[src/verilog/timer_consts.svh]
// Constants for the prescaled start/stop timer
// Overview of operation
// After reset the timer is stopped and waits for a software start.
// Software loads prescaler and counter before issuing the start.
// Prescaler and counter are read as separate bytes; values may tear.
// In period mode writing 0 clears edge or underflow flag; 1 keeps it.
// Software writes 1 to flags it wants kept, avoiding read-modify-write.
// After entering period mode software clears both flags before start.
// Edge flag may set on the first prescaler underflow after start.
// Software waits two prescaler periods after start, then clears edge.
// Status flag follows a start within zero to one count-source cycle.
// Counting begins on the first source edge after status is set.
// Status flag follows a stop within zero to one source cycle.
// Software touches only the status flag until it follows a command.
// Prescaler rewrites while counting are three source cycles apart.
// Counter rewrites while counting are three underflows apart.
// Prescaler counts source edges; counter counts underflows; both reload.
`ifndef TIMER_CONSTS_SVH
`define TIMER_CONSTS_SVH
`define ADDR_CTRL 3'h0
`define ADDR_IOCTL 3'h1
`define ADDR_MODE 3'h2
`define ADDR_PRE 3'h3
`define ADDR_CNT 3'h4
`define ADDR_IRQ_STAT 3'h5
`define ADDR_IRQ_MASK 3'h6
`define CTRL_START 0
`define CTRL_STATUS 1
`define CTRL_EDGE 5
`define CTRL_UNDER 6
`define MODE_SEL_LSB 0
`define MODE_SRC_LSB 4
`define PRE_RESET 8'hFF
`define CNT_RESET 8'hFF
`define SRC_DIV_HI 8'h01
`define SRC_DIV_LO 8'h07
`define IRQ_UNDER 0
`define IRQ_EDGE 1
`endif

[src/verilog/timer_pkg.sv]
// Types shared by the timer modules
package timer_pkg;
    typedef enum logic [2:0]
    {
        MODE_TIMER = 3'h0,
        MODE_PULSE_OUT = 3'h1,
        MODE_EVENT = 3'h2,
        MODE_PULSE_WIDTH = 3'h3,
        MODE_PERIOD = 3'h4
    } mode_t;
    typedef enum logic [1:0]
    {
        ST_STOPPED = 2'h0,
        ST_ARMING = 2'h1,
        ST_RUNNING = 2'h2,
        ST_HALTING = 2'h3
    } run_state_t;
endpackage

[src/verilog/tick_if.sv]
// Count-source tick bundle between source divider and timer core
`timescale 1ns/10ps
interface tick_if;
    logic [1:0] sel;
    logic tick;
    modport src (input sel, output tick);
    modport core (output sel, input tick);
endinterface

[src/verilog/count_source.sv]
// Count-source enable generator: system clock, divided system clock or external edge
`timescale 1ns/10ps
`include "timer_consts.svh"
module count_source
(
    input wire logic sys_clk_in,
    input wire logic sys_rst_in,
    input wire logic ext_in,
    tick_if.src tk
);
    logic [7:0] div_q;
    logic ext_q;
    logic [7:0] limit;

    always_comb
    begin
        limit = (tk.sel == 2'h1) ? `SRC_DIV_LO : `SRC_DIV_HI;
    end

    always_ff @(posedge sys_clk_in or posedge sys_rst_in)
    begin
        if (sys_rst_in)
            div_q <= 8'h00;
        else if (div_q >= limit)
            div_q <= 8'h00;
        else
            div_q <= div_q + 8'h01;
    end

    always_ff @(posedge sys_clk_in or posedge sys_rst_in)
    begin
        if (sys_rst_in)
            ext_q <= 1'b0;
        else
            ext_q <= ext_in;
    end

    always_comb
    begin
        unique case (tk.sel)
            2'h0: tk.tick = 1'b1;
            2'h1: tk.tick = (div_q == limit);
            2'h2: tk.tick = ext_in & ~ext_q;
            default: tk.tick = (div_q == limit);
        endcase
    end
endmodule

[src/verilog/prescaled_timer.sv]
// Prescaled down-counting timer with start/stop sync and register port
//
// Local design decisions: the register addresses and the plain strobed port.
`timescale 1ns/10ps
`include "timer_consts.svh"
module prescaled_timer
(
    input wire logic sys_clk_in,
    input wire logic sys_rst_in,
    input wire logic [2:0] addr_in,
    input wire logic [7:0] wdata_in,
    input wire logic wr_in,
    input wire logic rd_in,
    input wire logic ext_src_in,
    input wire logic meas_in,
    output logic [7:0] rdata_out,
    output logic underflow_out,
    output logic irq_out
);
    tick_if tk ();

    logic count_start_bit_q;
    timer_pkg::run_state_t state_q;
    logic [7:0] prescaler_reg_q;
    logic [7:0] timer_counter_reg_q;
    logic [7:0] pre_cnt_q;
    logic [7:0] tmr_cnt_q;
    logic [7:0] timer_io_control_reg_q;
    logic [7:0] timer_mode_reg_q;
    logic active_edge_flag_q;
    logic underflow_flag_q;
    logic [1:0] irq_stat_q;
    logic [1:0] irq_mask_q;
    logic meas_q;
    logic meas_edge_q;
    logic first_under_q;
    logic count_status_flag;
    logic counting;
    logic pre_under;
    logic tmr_under;
    logic wr_ctrl;
    logic meas_edge;
    logic period_mode;

    count_source u_src
    (
        .sys_clk_in(sys_clk_in),
        .sys_rst_in(sys_rst_in),
        .ext_in(ext_src_in),
        .tk(tk)
    );

    assign tk.sel = timer_mode_reg_q[`MODE_SRC_LSB +: 2];
    assign period_mode = (timer_mode_reg_q[`MODE_SEL_LSB +: 3] == timer_pkg::MODE_PERIOD);
    assign count_status_flag = (state_q == timer_pkg::ST_RUNNING)
        || (state_q == timer_pkg::ST_HALTING);
    assign counting = (state_q == timer_pkg::ST_RUNNING) && tk.tick;
    assign pre_under = counting && (pre_cnt_q == 8'h00);
    assign tmr_under = pre_under && (tmr_cnt_q == 8'h00);
    assign wr_ctrl = wr_in && (addr_in == `ADDR_CTRL);
    assign meas_edge = meas_in & ~meas_q;

    // Start bit; cleared by reset so the timer idles stopped
    always_ff @(posedge sys_clk_in or posedge sys_rst_in)
    begin
        if (sys_rst_in)
            count_start_bit_q <= 1'b0;
        else if (wr_ctrl)
            count_start_bit_q <= wdata_in[`CTRL_START];
    end

    // Status follows start bit on the next count-source tick
    always_ff @(posedge sys_clk_in or posedge sys_rst_in)
    begin
        if (sys_rst_in)
            state_q <= timer_pkg::ST_STOPPED;
        else
        begin
            unique case (state_q)
                timer_pkg::ST_STOPPED:
                    if (count_start_bit_q)
                        state_q <= tk.tick ? timer_pkg::ST_RUNNING : timer_pkg::ST_ARMING;
                timer_pkg::ST_ARMING:
                    if (!count_start_bit_q)
                        state_q <= timer_pkg::ST_STOPPED;
                    else if (tk.tick)
                        state_q <= timer_pkg::ST_RUNNING;
                timer_pkg::ST_RUNNING:
                    if (!count_start_bit_q)
                        state_q <= tk.tick ? timer_pkg::ST_STOPPED : timer_pkg::ST_HALTING;
                timer_pkg::ST_HALTING:
                    if (count_start_bit_q)
                        state_q <= timer_pkg::ST_RUNNING;
                    else if (tk.tick)
                        state_q <= timer_pkg::ST_STOPPED;
            endcase
        end
    end

    // Reload values; while stopped a write also loads the counter
    always_ff @(posedge sys_clk_in or posedge sys_rst_in)
    begin
        if (sys_rst_in)
        begin
            prescaler_reg_q <= `PRE_RESET;
            timer_counter_reg_q <= `CNT_RESET;
        end
        else if (wr_in)
        begin
            if (addr_in == `ADDR_PRE)
                prescaler_reg_q <= wdata_in;
            if (addr_in == `ADDR_CNT)
                timer_counter_reg_q <= wdata_in;
        end
    end

    always_ff @(posedge sys_clk_in or posedge sys_rst_in)
    begin
        if (sys_rst_in)
            pre_cnt_q <= `PRE_RESET;
        else if (wr_in && (addr_in == `ADDR_PRE) && !count_status_flag)
            pre_cnt_q <= wdata_in;
        else if (pre_under)
            pre_cnt_q <= prescaler_reg_q;
        else if (counting)
            pre_cnt_q <= pre_cnt_q - 8'h01;
    end

    always_ff @(posedge sys_clk_in or posedge sys_rst_in)
    begin
        if (sys_rst_in)
            tmr_cnt_q <= `CNT_RESET;
        else if (wr_in && (addr_in == `ADDR_CNT) && !count_status_flag)
            tmr_cnt_q <= wdata_in;
        else if (tmr_under)
            tmr_cnt_q <= timer_counter_reg_q;
        else if (pre_under)
            tmr_cnt_q <= tmr_cnt_q - 8'h01;
    end

    always_ff @(posedge sys_clk_in or posedge sys_rst_in)
    begin
        if (sys_rst_in)
        begin
            timer_io_control_reg_q <= 8'h00;
            timer_mode_reg_q <= 8'h00;
        end
        else if (wr_in)
        begin
            if (addr_in == `ADDR_IOCTL)
                timer_io_control_reg_q <= wdata_in;
            if (addr_in == `ADDR_MODE)
                timer_mode_reg_q <= wdata_in;
        end
    end

    // Measured-input edge, polarity from io control bit 0
    always_ff @(posedge sys_clk_in or posedge sys_rst_in)
    begin
        if (sys_rst_in)
            meas_q <= 1'b0;
        else
            meas_q <= meas_in;
    end

    // Edge is latched and, in period mode, reported at the next prescaler underflow; new edge wins
    always_ff @(posedge sys_clk_in or posedge sys_rst_in)
    begin
        if (sys_rst_in)
            meas_edge_q <= 1'b0;
        else if (timer_io_control_reg_q[0] ? (~meas_in & meas_q) : meas_edge)
            meas_edge_q <= 1'b1;
        else if (pre_under)
            meas_edge_q <= 1'b0;
    end

    // Armed while stopped; in period mode the first underflow after start marks the edge flag
    always_ff @(posedge sys_clk_in or posedge sys_rst_in)
    begin
        if (sys_rst_in)
            first_under_q <= 1'b0;
        else if (!count_status_flag)
            first_under_q <= 1'b1;
        else if (pre_under)
            first_under_q <= 1'b0;
    end

    // Flags, period mode only: write 0 clears, write 1 keeps, hardware set wins
    always_ff @(posedge sys_clk_in or posedge sys_rst_in)
    begin
        if (sys_rst_in)
            active_edge_flag_q <= 1'b0;
        else if (period_mode && pre_under && (meas_edge_q || first_under_q))
            active_edge_flag_q <= 1'b1;
        else if (wr_ctrl && period_mode && !wdata_in[`CTRL_EDGE])
            active_edge_flag_q <= 1'b0;
    end

    always_ff @(posedge sys_clk_in or posedge sys_rst_in)
    begin
        if (sys_rst_in)
            underflow_flag_q <= 1'b0;
        else if (period_mode && tmr_under)
            underflow_flag_q <= 1'b1;
        else if (wr_ctrl && period_mode && !wdata_in[`CTRL_UNDER])
            underflow_flag_q <= 1'b0;
    end

    // Interrupt status: write 1 clears, new event wins
    always_ff @(posedge sys_clk_in or posedge sys_rst_in)
    begin
        if (sys_rst_in)
            irq_stat_q <= 2'h0;
        else
            irq_stat_q <= (irq_stat_q & ~((wr_in && addr_in == `ADDR_IRQ_STAT) ? wdata_in[1:0] : 2'h0))
                | {period_mode && pre_under && meas_edge_q, tmr_under};
    end

    always_ff @(posedge sys_clk_in or posedge sys_rst_in)
    begin
        if (sys_rst_in)
            irq_mask_q <= 2'h0;
        else if (wr_in && addr_in == `ADDR_IRQ_MASK)
            irq_mask_q <= wdata_in[1:0];
    end

    always_ff @(posedge sys_clk_in or posedge sys_rst_in)
    begin
        if (sys_rst_in)
            underflow_out <= 1'b0;
        else
            underflow_out <= tmr_under;
    end

    assign irq_out = |(irq_stat_q & irq_mask_q);

    // Byte-wide reads; each counter byte is sampled on its own access
    always_ff @(posedge sys_clk_in or posedge sys_rst_in)
    begin
        if (sys_rst_in)
            rdata_out <= 8'h00;
        else if (rd_in)
        begin
            unique case (addr_in)
                `ADDR_CTRL: rdata_out <= {1'b0, underflow_flag_q, active_edge_flag_q, 3'h0,
                    count_status_flag, count_start_bit_q};
                `ADDR_IOCTL: rdata_out <= timer_io_control_reg_q;
                `ADDR_MODE: rdata_out <= timer_mode_reg_q;
                `ADDR_PRE: rdata_out <= pre_cnt_q;
                `ADDR_CNT: rdata_out <= tmr_cnt_q;
                `ADDR_IRQ_STAT: rdata_out <= {6'h00, irq_stat_q};
                `ADDR_IRQ_MASK: rdata_out <= {6'h00, irq_mask_q};
                default: rdata_out <= 8'h00;
            endcase
        end
        else
            rdata_out <= 8'h00;
    end

    chk_reset_stopped: assert property (@(posedge sys_clk_in) disable iff (sys_rst_in)
        (state_q == timer_pkg::ST_STOPPED) && !count_start_bit_q
        |=> state_q == timer_pkg::ST_STOPPED)
        else $error("timer left stopped state without start");
    chk_start_follow: assert property (@(posedge sys_clk_in) disable iff (sys_rst_in)
        (state_q == timer_pkg::ST_ARMING && tk.tick && count_start_bit_q)
        |=> count_status_flag)
        else $error("status did not follow start");
    chk_stop_follow: assert property (@(posedge sys_clk_in) disable iff (sys_rst_in)
        (count_status_flag && !count_start_bit_q && tk.tick) |=> !count_status_flag)
        else $error("status did not follow stop");
    chk_no_count_stop: assert property (@(posedge sys_clk_in) disable iff (sys_rst_in)
        !count_status_flag |=> $stable(tmr_cnt_q) || $past(wr_in))
        else $error("counter moved while stopped");
    chk_pre_reload: assert property (@(posedge sys_clk_in) disable iff (sys_rst_in)
        pre_under && !wr_in |=> pre_cnt_q == $past(prescaler_reg_q))
        else $error("prescaler reload wrong");
    chk_flag_clear: assert property (@(posedge sys_clk_in) disable iff (sys_rst_in)
        wr_ctrl && period_mode && !wdata_in[`CTRL_UNDER] && !tmr_under |=> !underflow_flag_q)
        else $error("underflow flag not cleared");
    chk_flag_keep: assert property (@(posedge sys_clk_in) disable iff (sys_rst_in)
        wr_ctrl && wdata_in[`CTRL_EDGE] && active_edge_flag_q |=> active_edge_flag_q)
        else $error("edge flag lost on write one");
    chk_first_edge: assert property (@(posedge sys_clk_in) disable iff (sys_rst_in)
        period_mode && pre_under && first_under_q |=> active_edge_flag_q)
        else $error("first underflow edge flag missing");
    chk_read_byte: assert property (@(posedge sys_clk_in) disable iff (sys_rst_in)
        rd_in && addr_in == `ADDR_CNT |=> rdata_out == $past(tmr_cnt_q))
        else $error("counter byte read wrong");
endmodule

[config.mk]
export PLATFORM = sky130hd
export DESIGN_NAME = prescaled_timer
export DESIGN_NICKNAME = d
export VERILOG_FILES = /design/src/verilog/timer_pkg.sv /design/src/verilog/tick_if.sv /design/src/verilog/count_source.sv /design/src/verilog/prescaled_timer.sv
export VERILOG_INCLUDE_DIRS = /design/src /design/src/verilog
export SDC_FILE = /design/constraint.sdc
export NUM_CORES = 1
export LEC_CHECK = 0
export BUFFER_PORTS_ARGS = -buffer_cell sky130_fd_sc_hd__buf_2
export CAP_MARGIN = 20
export CORE_MARGIN = 8
export CORE_UTILIZATION = 40
export DETAILED_ROUTE_END_ITERATION = 10
export PLACE_DENSITY = 0.64
export SLEW_MARGIN = 20
export SYNTH_ARGS = -nofsm -noshare
export SYNTH_HDL_FRONTEND = slang
export SYNTH_SLANG_ARGS = --single-unit
[constraint.sdc]
create_clock -name sys_clk_in -period 7.3 [get_ports sys_clk_in]
set_input_delay 1.825 -clock sys_clk_in [delete_from_list [all_inputs] [get_ports sys_clk_in]]
set_output_delay 1.825 -clock sys_clk_in [all_outputs]
set_load 0.01 [all_outputs]
## Word-level counts from Yosys, hierarchy flattened

Index checks and enable logic that the tools add are counted.

- Flip-flop bits (word level): 78
- Bits of input ports: 17
- Output and inout bits: 10
- Logic and storage cells: 118

- Add/subtract/negate cells: 3
- Order comparisons: 1
- Equal/unequal tests: 18
- Multiplexer cells: 29
- Bitwise operators: 10
- Reductions and logical operators: 38

Operator list:

| kind | number |
|---|---|
| $mux W8 | 8 |
| $pmux W8 S7 | 1 |
| $mux W2 | 9 |
| $logic_and A1 B1 Y1 | 17 |
| $logic_not A8 Y1 | 2 |
| $sub A8 B1 Y8 const B | 2 |
| $eq A3 B3 Y1 const B | 4 |
| $add A8 B1 Y8 const B | 1 |
| $eq A8 B8 Y1 | 1 |
| $ge A8 B8 Y1 | 1 |
| $mux W1 | 8 |
| $pmux W2 S4 | 1 |
| $reduce_and A2 Y1 | 4 |
| $eq A2 B2 Y1 const B | 3 |
| $eq A3 B2 Y1 const B | 2 |
| $ne A3 B3 Y1 const B | 2 |
| $reduce_bool A2 Y1 | 3 |
| $reduce_bool A3 Y1 | 2 |
| $and A2 B2 Y2 | 2 |
| $eq A2 B1 Y1 const B | 2 |
| $logic_not A2 Y1 | 2 |
| $ne A2 B2 Y1 const B | 2 |
| $reduce_and A4 Y1 | 1 |
| $and A1 B1 Y1 | 3 |
| 11 further kinds | 16 |

## Longest topological paths before layout

- Depth in word-level cells: 9
- Mapped depth: 9
- Mapped depth without buffers: 7

## Hierarchy

From an unflattened synthesis, not the netlist that was laid out.

- Cell total of the unflattened synthesis: 366
- Area, all modules: 3,942.5 µm²

By module, submodules not included:

| module | times used | cells an instance | area an instance (µm²) | sequential area each (µm²) |
|---|---|---|---|---|
| prescaled_timer | 1 | 336 | 3,565.9 | 1,766.7 |
| count_source | 1 | 30 | 376.6 | 225.2 |

## Least setup slack after synthesis

OpenSTA, ideal clock, no wires.

- Path kind: input to register
- Start point: input addr_in[2]
- End point: register tmr_cnt_q[1]
- Setup time: 0.083 ns
- Arrival time: 3.326 ns
- Required time: 7.217 ns
- Path slack: 3.890 ns
- Cell stages on the path: 7
- Path buffers: 2
- Cell sequence: buf_2 nand2_1 nor3_2 nor2b_1 clkbuf_1 a21oi_2 a221o_1

- Cells in the longest elaborated chain, start to end: 4
- Elaborated cells between the ends (all ways): 5
- Those cells by class: eq/ne (1); mux (1); reduce/logical (3)

Ends and longest elaborated chain:

| element | RTL line | text |
|---|---|---|
| start, declared | prescaled_timer.sv:10 | `input wire logic [2:0] addr_in,` |
| $eq A3 B3 Y1 * | -- |  |
| $logic_and A1 B1 Y1 * (2 in series) | prescaled_timer.sv:133 | `` else if (wr_in && (addr_in == `ADDR_CNT) && !count_status_flag) `` |
| $reduce_bool A3 Y1 (no source line) or $mux W8 (tied branches) | -- |  |
| end signal, assigned | prescaled_timer.sv:132 | `` tmr_cnt_q <= `CNT_RESET; `` |
| end signal, assigned | prescaled_timer.sv:134 | `tmr_cnt_q <= wdata_in;` |
| end signal, assigned | prescaled_timer.sv:136 | `tmr_cnt_q <= timer_counter_reg_q;` |
| end, declared | prescaled_timer.sv:27 | `logic [7:0] tmr_cnt_q;` |

Every way passes the cells marked *; elsewhere a longest branch is shown, timed or not.
A chain may end at the register's enable or synchronous reset.

## Worst setup path after layout

- Start point: input addr_in[2]
- End point: register tmr_cnt_q[2]

The elaborated chain is that of the path after synthesis.

==> reports/summary.md <==
The via count of the first global-routing pass came out at 2,832. The logs give 3940 µm² for the post-synth design cell area and 0 for the quantity of gates resized following cts. The minimum setup slack among reg-to-reg paths is 4750 ps.

In this run the standard cell core region covers 9680 µm². Summed over all cells, the static leakage comes to 1.79 nW. Summed over all instances, the cell type with the most area after synthesis is sky130_fd_sc_hd__dfrtp_1.

The worst path meets setup with 3600 ps of slack. The pre-antenna-repair detailed-routing pass consisted of 4 iterations. The routed wirelength normalized by instance count works out to 18.7 µm. The power per cell area was 337 nW/µm².

The logs give 13,300 µm² for the full die area and 9 for the number of CTS-inserted buffers. The worst-margin pin slew was 951 ps; the register bit count reported by yosys was 78. For this block, the initial DRC count from the detailed router was 317.

The final design utilization is 0.450. The overall overflow remaining after global route came out at 0. The logs give 79 for the maximum number of pins on one net before global-route repair and 27 for the total I/O pin count. The longest individual stage delay on the worst path is 650 ps, and the post-route setup TNS is 0 ps.

The die is 115 µm wide. For the starting utilization of the core area, the log shows 0.407. The floorplan step set the die height to 115 µm.

Number of maximum-capacitance constraint violations: 0. The run gives 2,833 as the total via count in the routed design. TritonCTS built the clock tree. The clock net in this run drives a total of 78 sinks. The critical path is of the input pin to register type. The largest individual stage delay along the critical path comes from the cell sky130_fd_sc_hd__nor3_2. In the synthesized netlist, the number of instances is 349. The count of flip-flops with a built-in enable after synthesis came out at 0. Among cell families on the critical path, the largest total delay comes from simple AND/OR/NAND/NOR gates. The H-tree generated during clock tree synthesis spans 3 levels. The net count of the finished layout is 395.

The per-instance average area after synthesis is 11.3 µm², and the worst slew slack as a fraction of its limit is 0.366. The share of Yosys cell area claimed by the top area cell type works out to 0.292. From synthesis to final layout, the design area changed by 10.6%. The post-CTS clock slew at the launch and capture registers of the worst setup and hold paths was 80 ps.

The share of the cycle needed by the critical path after routing came out at 0.507. The remaining antenna violation count was 0. The primary flip-flop cell chosen by synthesis mapping was sky130_fd_sc_hd__dfrtp_1. The congestion estimate from routability-driven global placement came to 0.884.

Traced cell by cell, the critical path runs through buf_2 > nand2_1 > nor3_2 > nor2b_1 > a21oi_2 > a221o_1. The proportion of layout cells with a drive suffix above 1 was 0.338. Sorting the synthesized cells by area gives the leading types as sky130_fd_sc_hd__dfrtp_1, sky130_fd_sc_hd__dfstp_2, sky130_fd_sc_hd__mux2_2. The logs give 360 ps for the clock latency reported for the late side of the worst-skew pair and 15,400 µm for the first-pass GRT wire length.

The worst-case IR drop observed on VDD is 0.116 mV. Along the worst path, the maximum fanout reaches 17. OpenSTA, run right after detailed placement, puts the worst setup slack at 3260 ps.

Data on the critical path is required at its endpoint by 7580 ps. The number of warning messages in the yosys log is 0, and the count of final setup violators is 0. The tools report the number of antenna violations at the first check in global routing as 0. The repair_antennas step left the layout with diodes totalling 0.

The count of cell types in the netlist is 54. The fraction of registers with async set or reset after synthesis was 1.00. After layout, the minimum clock period comes to 3700 ps.

The tools report the total number of placement rows as 36. Once the clock tree was built, the setup fixing pass inserted 0 buffers. Total buffers and inverters traversed by the critical path: 1.

In this run the tool buffered the top-level ports with 26 buffer cells. The logs give 0 for the count of final hold-check violations and 0.152 for the global-route total usage across every layer. The via density per instance was 5.57. Based on the critical path, the design can be clocked at up to 270 MHz. Total count of max-transition violations in the final report: 0. The path class of the tightest hold or removal check is register to register. The worst setup path is captured at a register. STA classifies the critical path startpoint as an input pin. Setup repair after global routing left no endpoint under its margin. The data arrival time at the worst-slack endpoint is 3980 ps, and the estimated wirelength of the detail-placed design is 6650 µm.

Clock root buffer: sky130_fd_sc_hd__clkbuf_8. The run finished with clean final reports. Maximum number of buffers from clock root to sink: 2. Buffers inserted to repair hold after CTS numbered 0.

Wires add up to 9510 µm. The tools report the sequential-to-total area share from yosys stat as 0.506. After detailed routing, the number of remaining DRC violations is 0.

On the final layout, the worst clock skew is 9.79 ps.
[worst reg2reg max path: stages (launching register included)]
cell and delay, ps:
sky130_fd_sc_hd__dfrtp_1 430, sky130_fd_sc_hd__nand2b_1 190, sky130_fd_sc_hd__ha_1 300, sky130_fd_sc_hd__nand4_1 130, sky130_fd_sc_hd__nor4_2 470, sky130_fd_sc_hd__o21ai_1 440
sky130_fd_sc_hd__a311oi_1 400, sky130_fd_sc_hd__a211o_1 150
[metal layers]
metal	vias up	GRT usage	part of all wire	wire length, µm
met3	22	0.0341	0.063	595
met5	-	0	0	0
met2	103	0.227	0.45	4310
met4	0	0.0841	0.028	267
met1	1384	0.200	0.46	4340
li1	1324	-	-	-
[placed cells by master (no fill, tap or decap), types with 4 or more instances in the layout]
cell,Yosys,layout
sky130_fd_sc_hd__xnor2_1,6,6
sky130_fd_sc_hd__nand2_1,18,18
sky130_fd_sc_hd__ha_1,7,7
sky130_fd_sc_hd__dfrtp_1,46,46
sky130_fd_sc_hd__inv_1,7,6
sky130_fd_sc_hd__a21oi_1,17,17
sky130_fd_sc_hd__mux2_2,42,42
sky130_fd_sc_hd__o21ai_0,5,5
sky130_fd_sc_hd__a221o_1,13,13
sky130_fd_sc_hd__and2_1,8,8
sky130_fd_sc_hd__nand2b_1,7,7
sky130_fd_sc_hd__nand3_1,8,8
sky130_fd_sc_hd__buf_2,1,26
sky130_fd_sc_hd__a211oi_1,8,8
sky130_fd_sc_hd__a21o_1,4,4
sky130_fd_sc_hd__dfstp_2,32,32
sky130_fd_sc_hd__clkbuf_8,0,9
sky130_fd_sc_hd__a22oi_1,7,7
sky130_fd_sc_hd__nor3_1,9,9
sky130_fd_sc_hd__nor2_1,31,31
sky130_fd_sc_hd__nor2b_1,6,6
sky130_fd_sc_hd__conb_1,1,4
[through the flow]
stage	area (µm²)	cells	hold WS [ps]	power [mW]
6_report	4360	509	492	1.47
5_1_grt	4360	509	520	1.56
4_1_cts	4360	509	490	1.47
3_5_place_dp	4160	493	466	1.14
3_3_place_gp	4160	493	465	1.13
2_1_floorplan	3950	352	448	1.03
[state kept, by name (all words and copies together) (netlist names), 8 cells and up]
name	cells
prescaler_reg_q	8
rdata_out	8
u_src.div_q	8
timer_mode_reg_q	8
pre_cnt_q	8
timer_counter_reg_q	8
timer_io_control_reg_q	8
tmr_cnt_q	8
[power by group]
part	switching (mW)	leakage, nW	internal, mW
clock network	0.169	0.0996	0.159
logic	0.204	0.776	0.212
registers	0.145	0.910	0.580
[cell type report]
type                    count  area [µm²]
fillers                   892        5330
flip-flops and latches     78        1990
multi-input cells         248        1840
well taps                 133         166
repair buffers             27         138
clock buffers               9         124
clock inverters             7        73.8
inverters                   7        27.5
[cells by family (layout without fill, tap and decap cells)]
logic type,Yosys count,in the layout,share of synthesized area
AOI/OAI and AO/OA,75,75,0.141
xor gates and xnor gates,9,9,0.0200
adders and majority gates,7,7,0.0222
buffers and inverters,26,50,0.0311
DFF,78,78,0.506
muxes,47,47,0.139
other,1,4,0.000952
and+or+nand+nor,106,106,0.140
[cell usage after synthesis (4+ instances only)]
library cell and instances:
sky130_fd_sc_hd__dfstp_2 32, sky130_fd_sc_hd__xnor2_1 6, sky130_fd_sc_hd__ha_1 7, sky130_fd_sc_hd__and2_1 8, sky130_fd_sc_hd__a21o_1 4, sky130_fd_sc_hd__nor2_1 31
sky130_fd_sc_hd__nor3_1 9, sky130_fd_sc_hd__nor2b_1 6, sky130_fd_sc_hd__nand3_1 8, sky130_fd_sc_hd__a211oi_1 8, sky130_fd_sc_hd__inv_1 7, sky130_fd_sc_hd__mux2_2 42
sky130_fd_sc_hd__o21ai_0 5, sky130_fd_sc_hd__nand2b_1 7, sky130_fd_sc_hd__a21oi_1 17, sky130_fd_sc_hd__a22oi_1 7, sky130_fd_sc_hd__a221o_1 13, sky130_fd_sc_hd__clkbuf_1 12
sky130_fd_sc_hd__nand2_1 18, sky130_fd_sc_hd__dfrtp_1 46
[path summary, 6_finish.rpt]
path,startpoint,endpoint,depth (start not counted)
worst max-delay path,addr_in[2],tmr_cnt_q[2],6
worst min-delay path,first_under_q,first_under_q,2
worst max register to register,timer_mode_reg_q[5],tmr_cnt_q[5],7
worst min register to register,first_under_q,first_under_q,2
max in group asynchronous,sys_rst_in,first_under_q,3
min in group asynchronous,sys_rst_in,count_start_bit_q,3
Power figures use the tool's default switching activity.
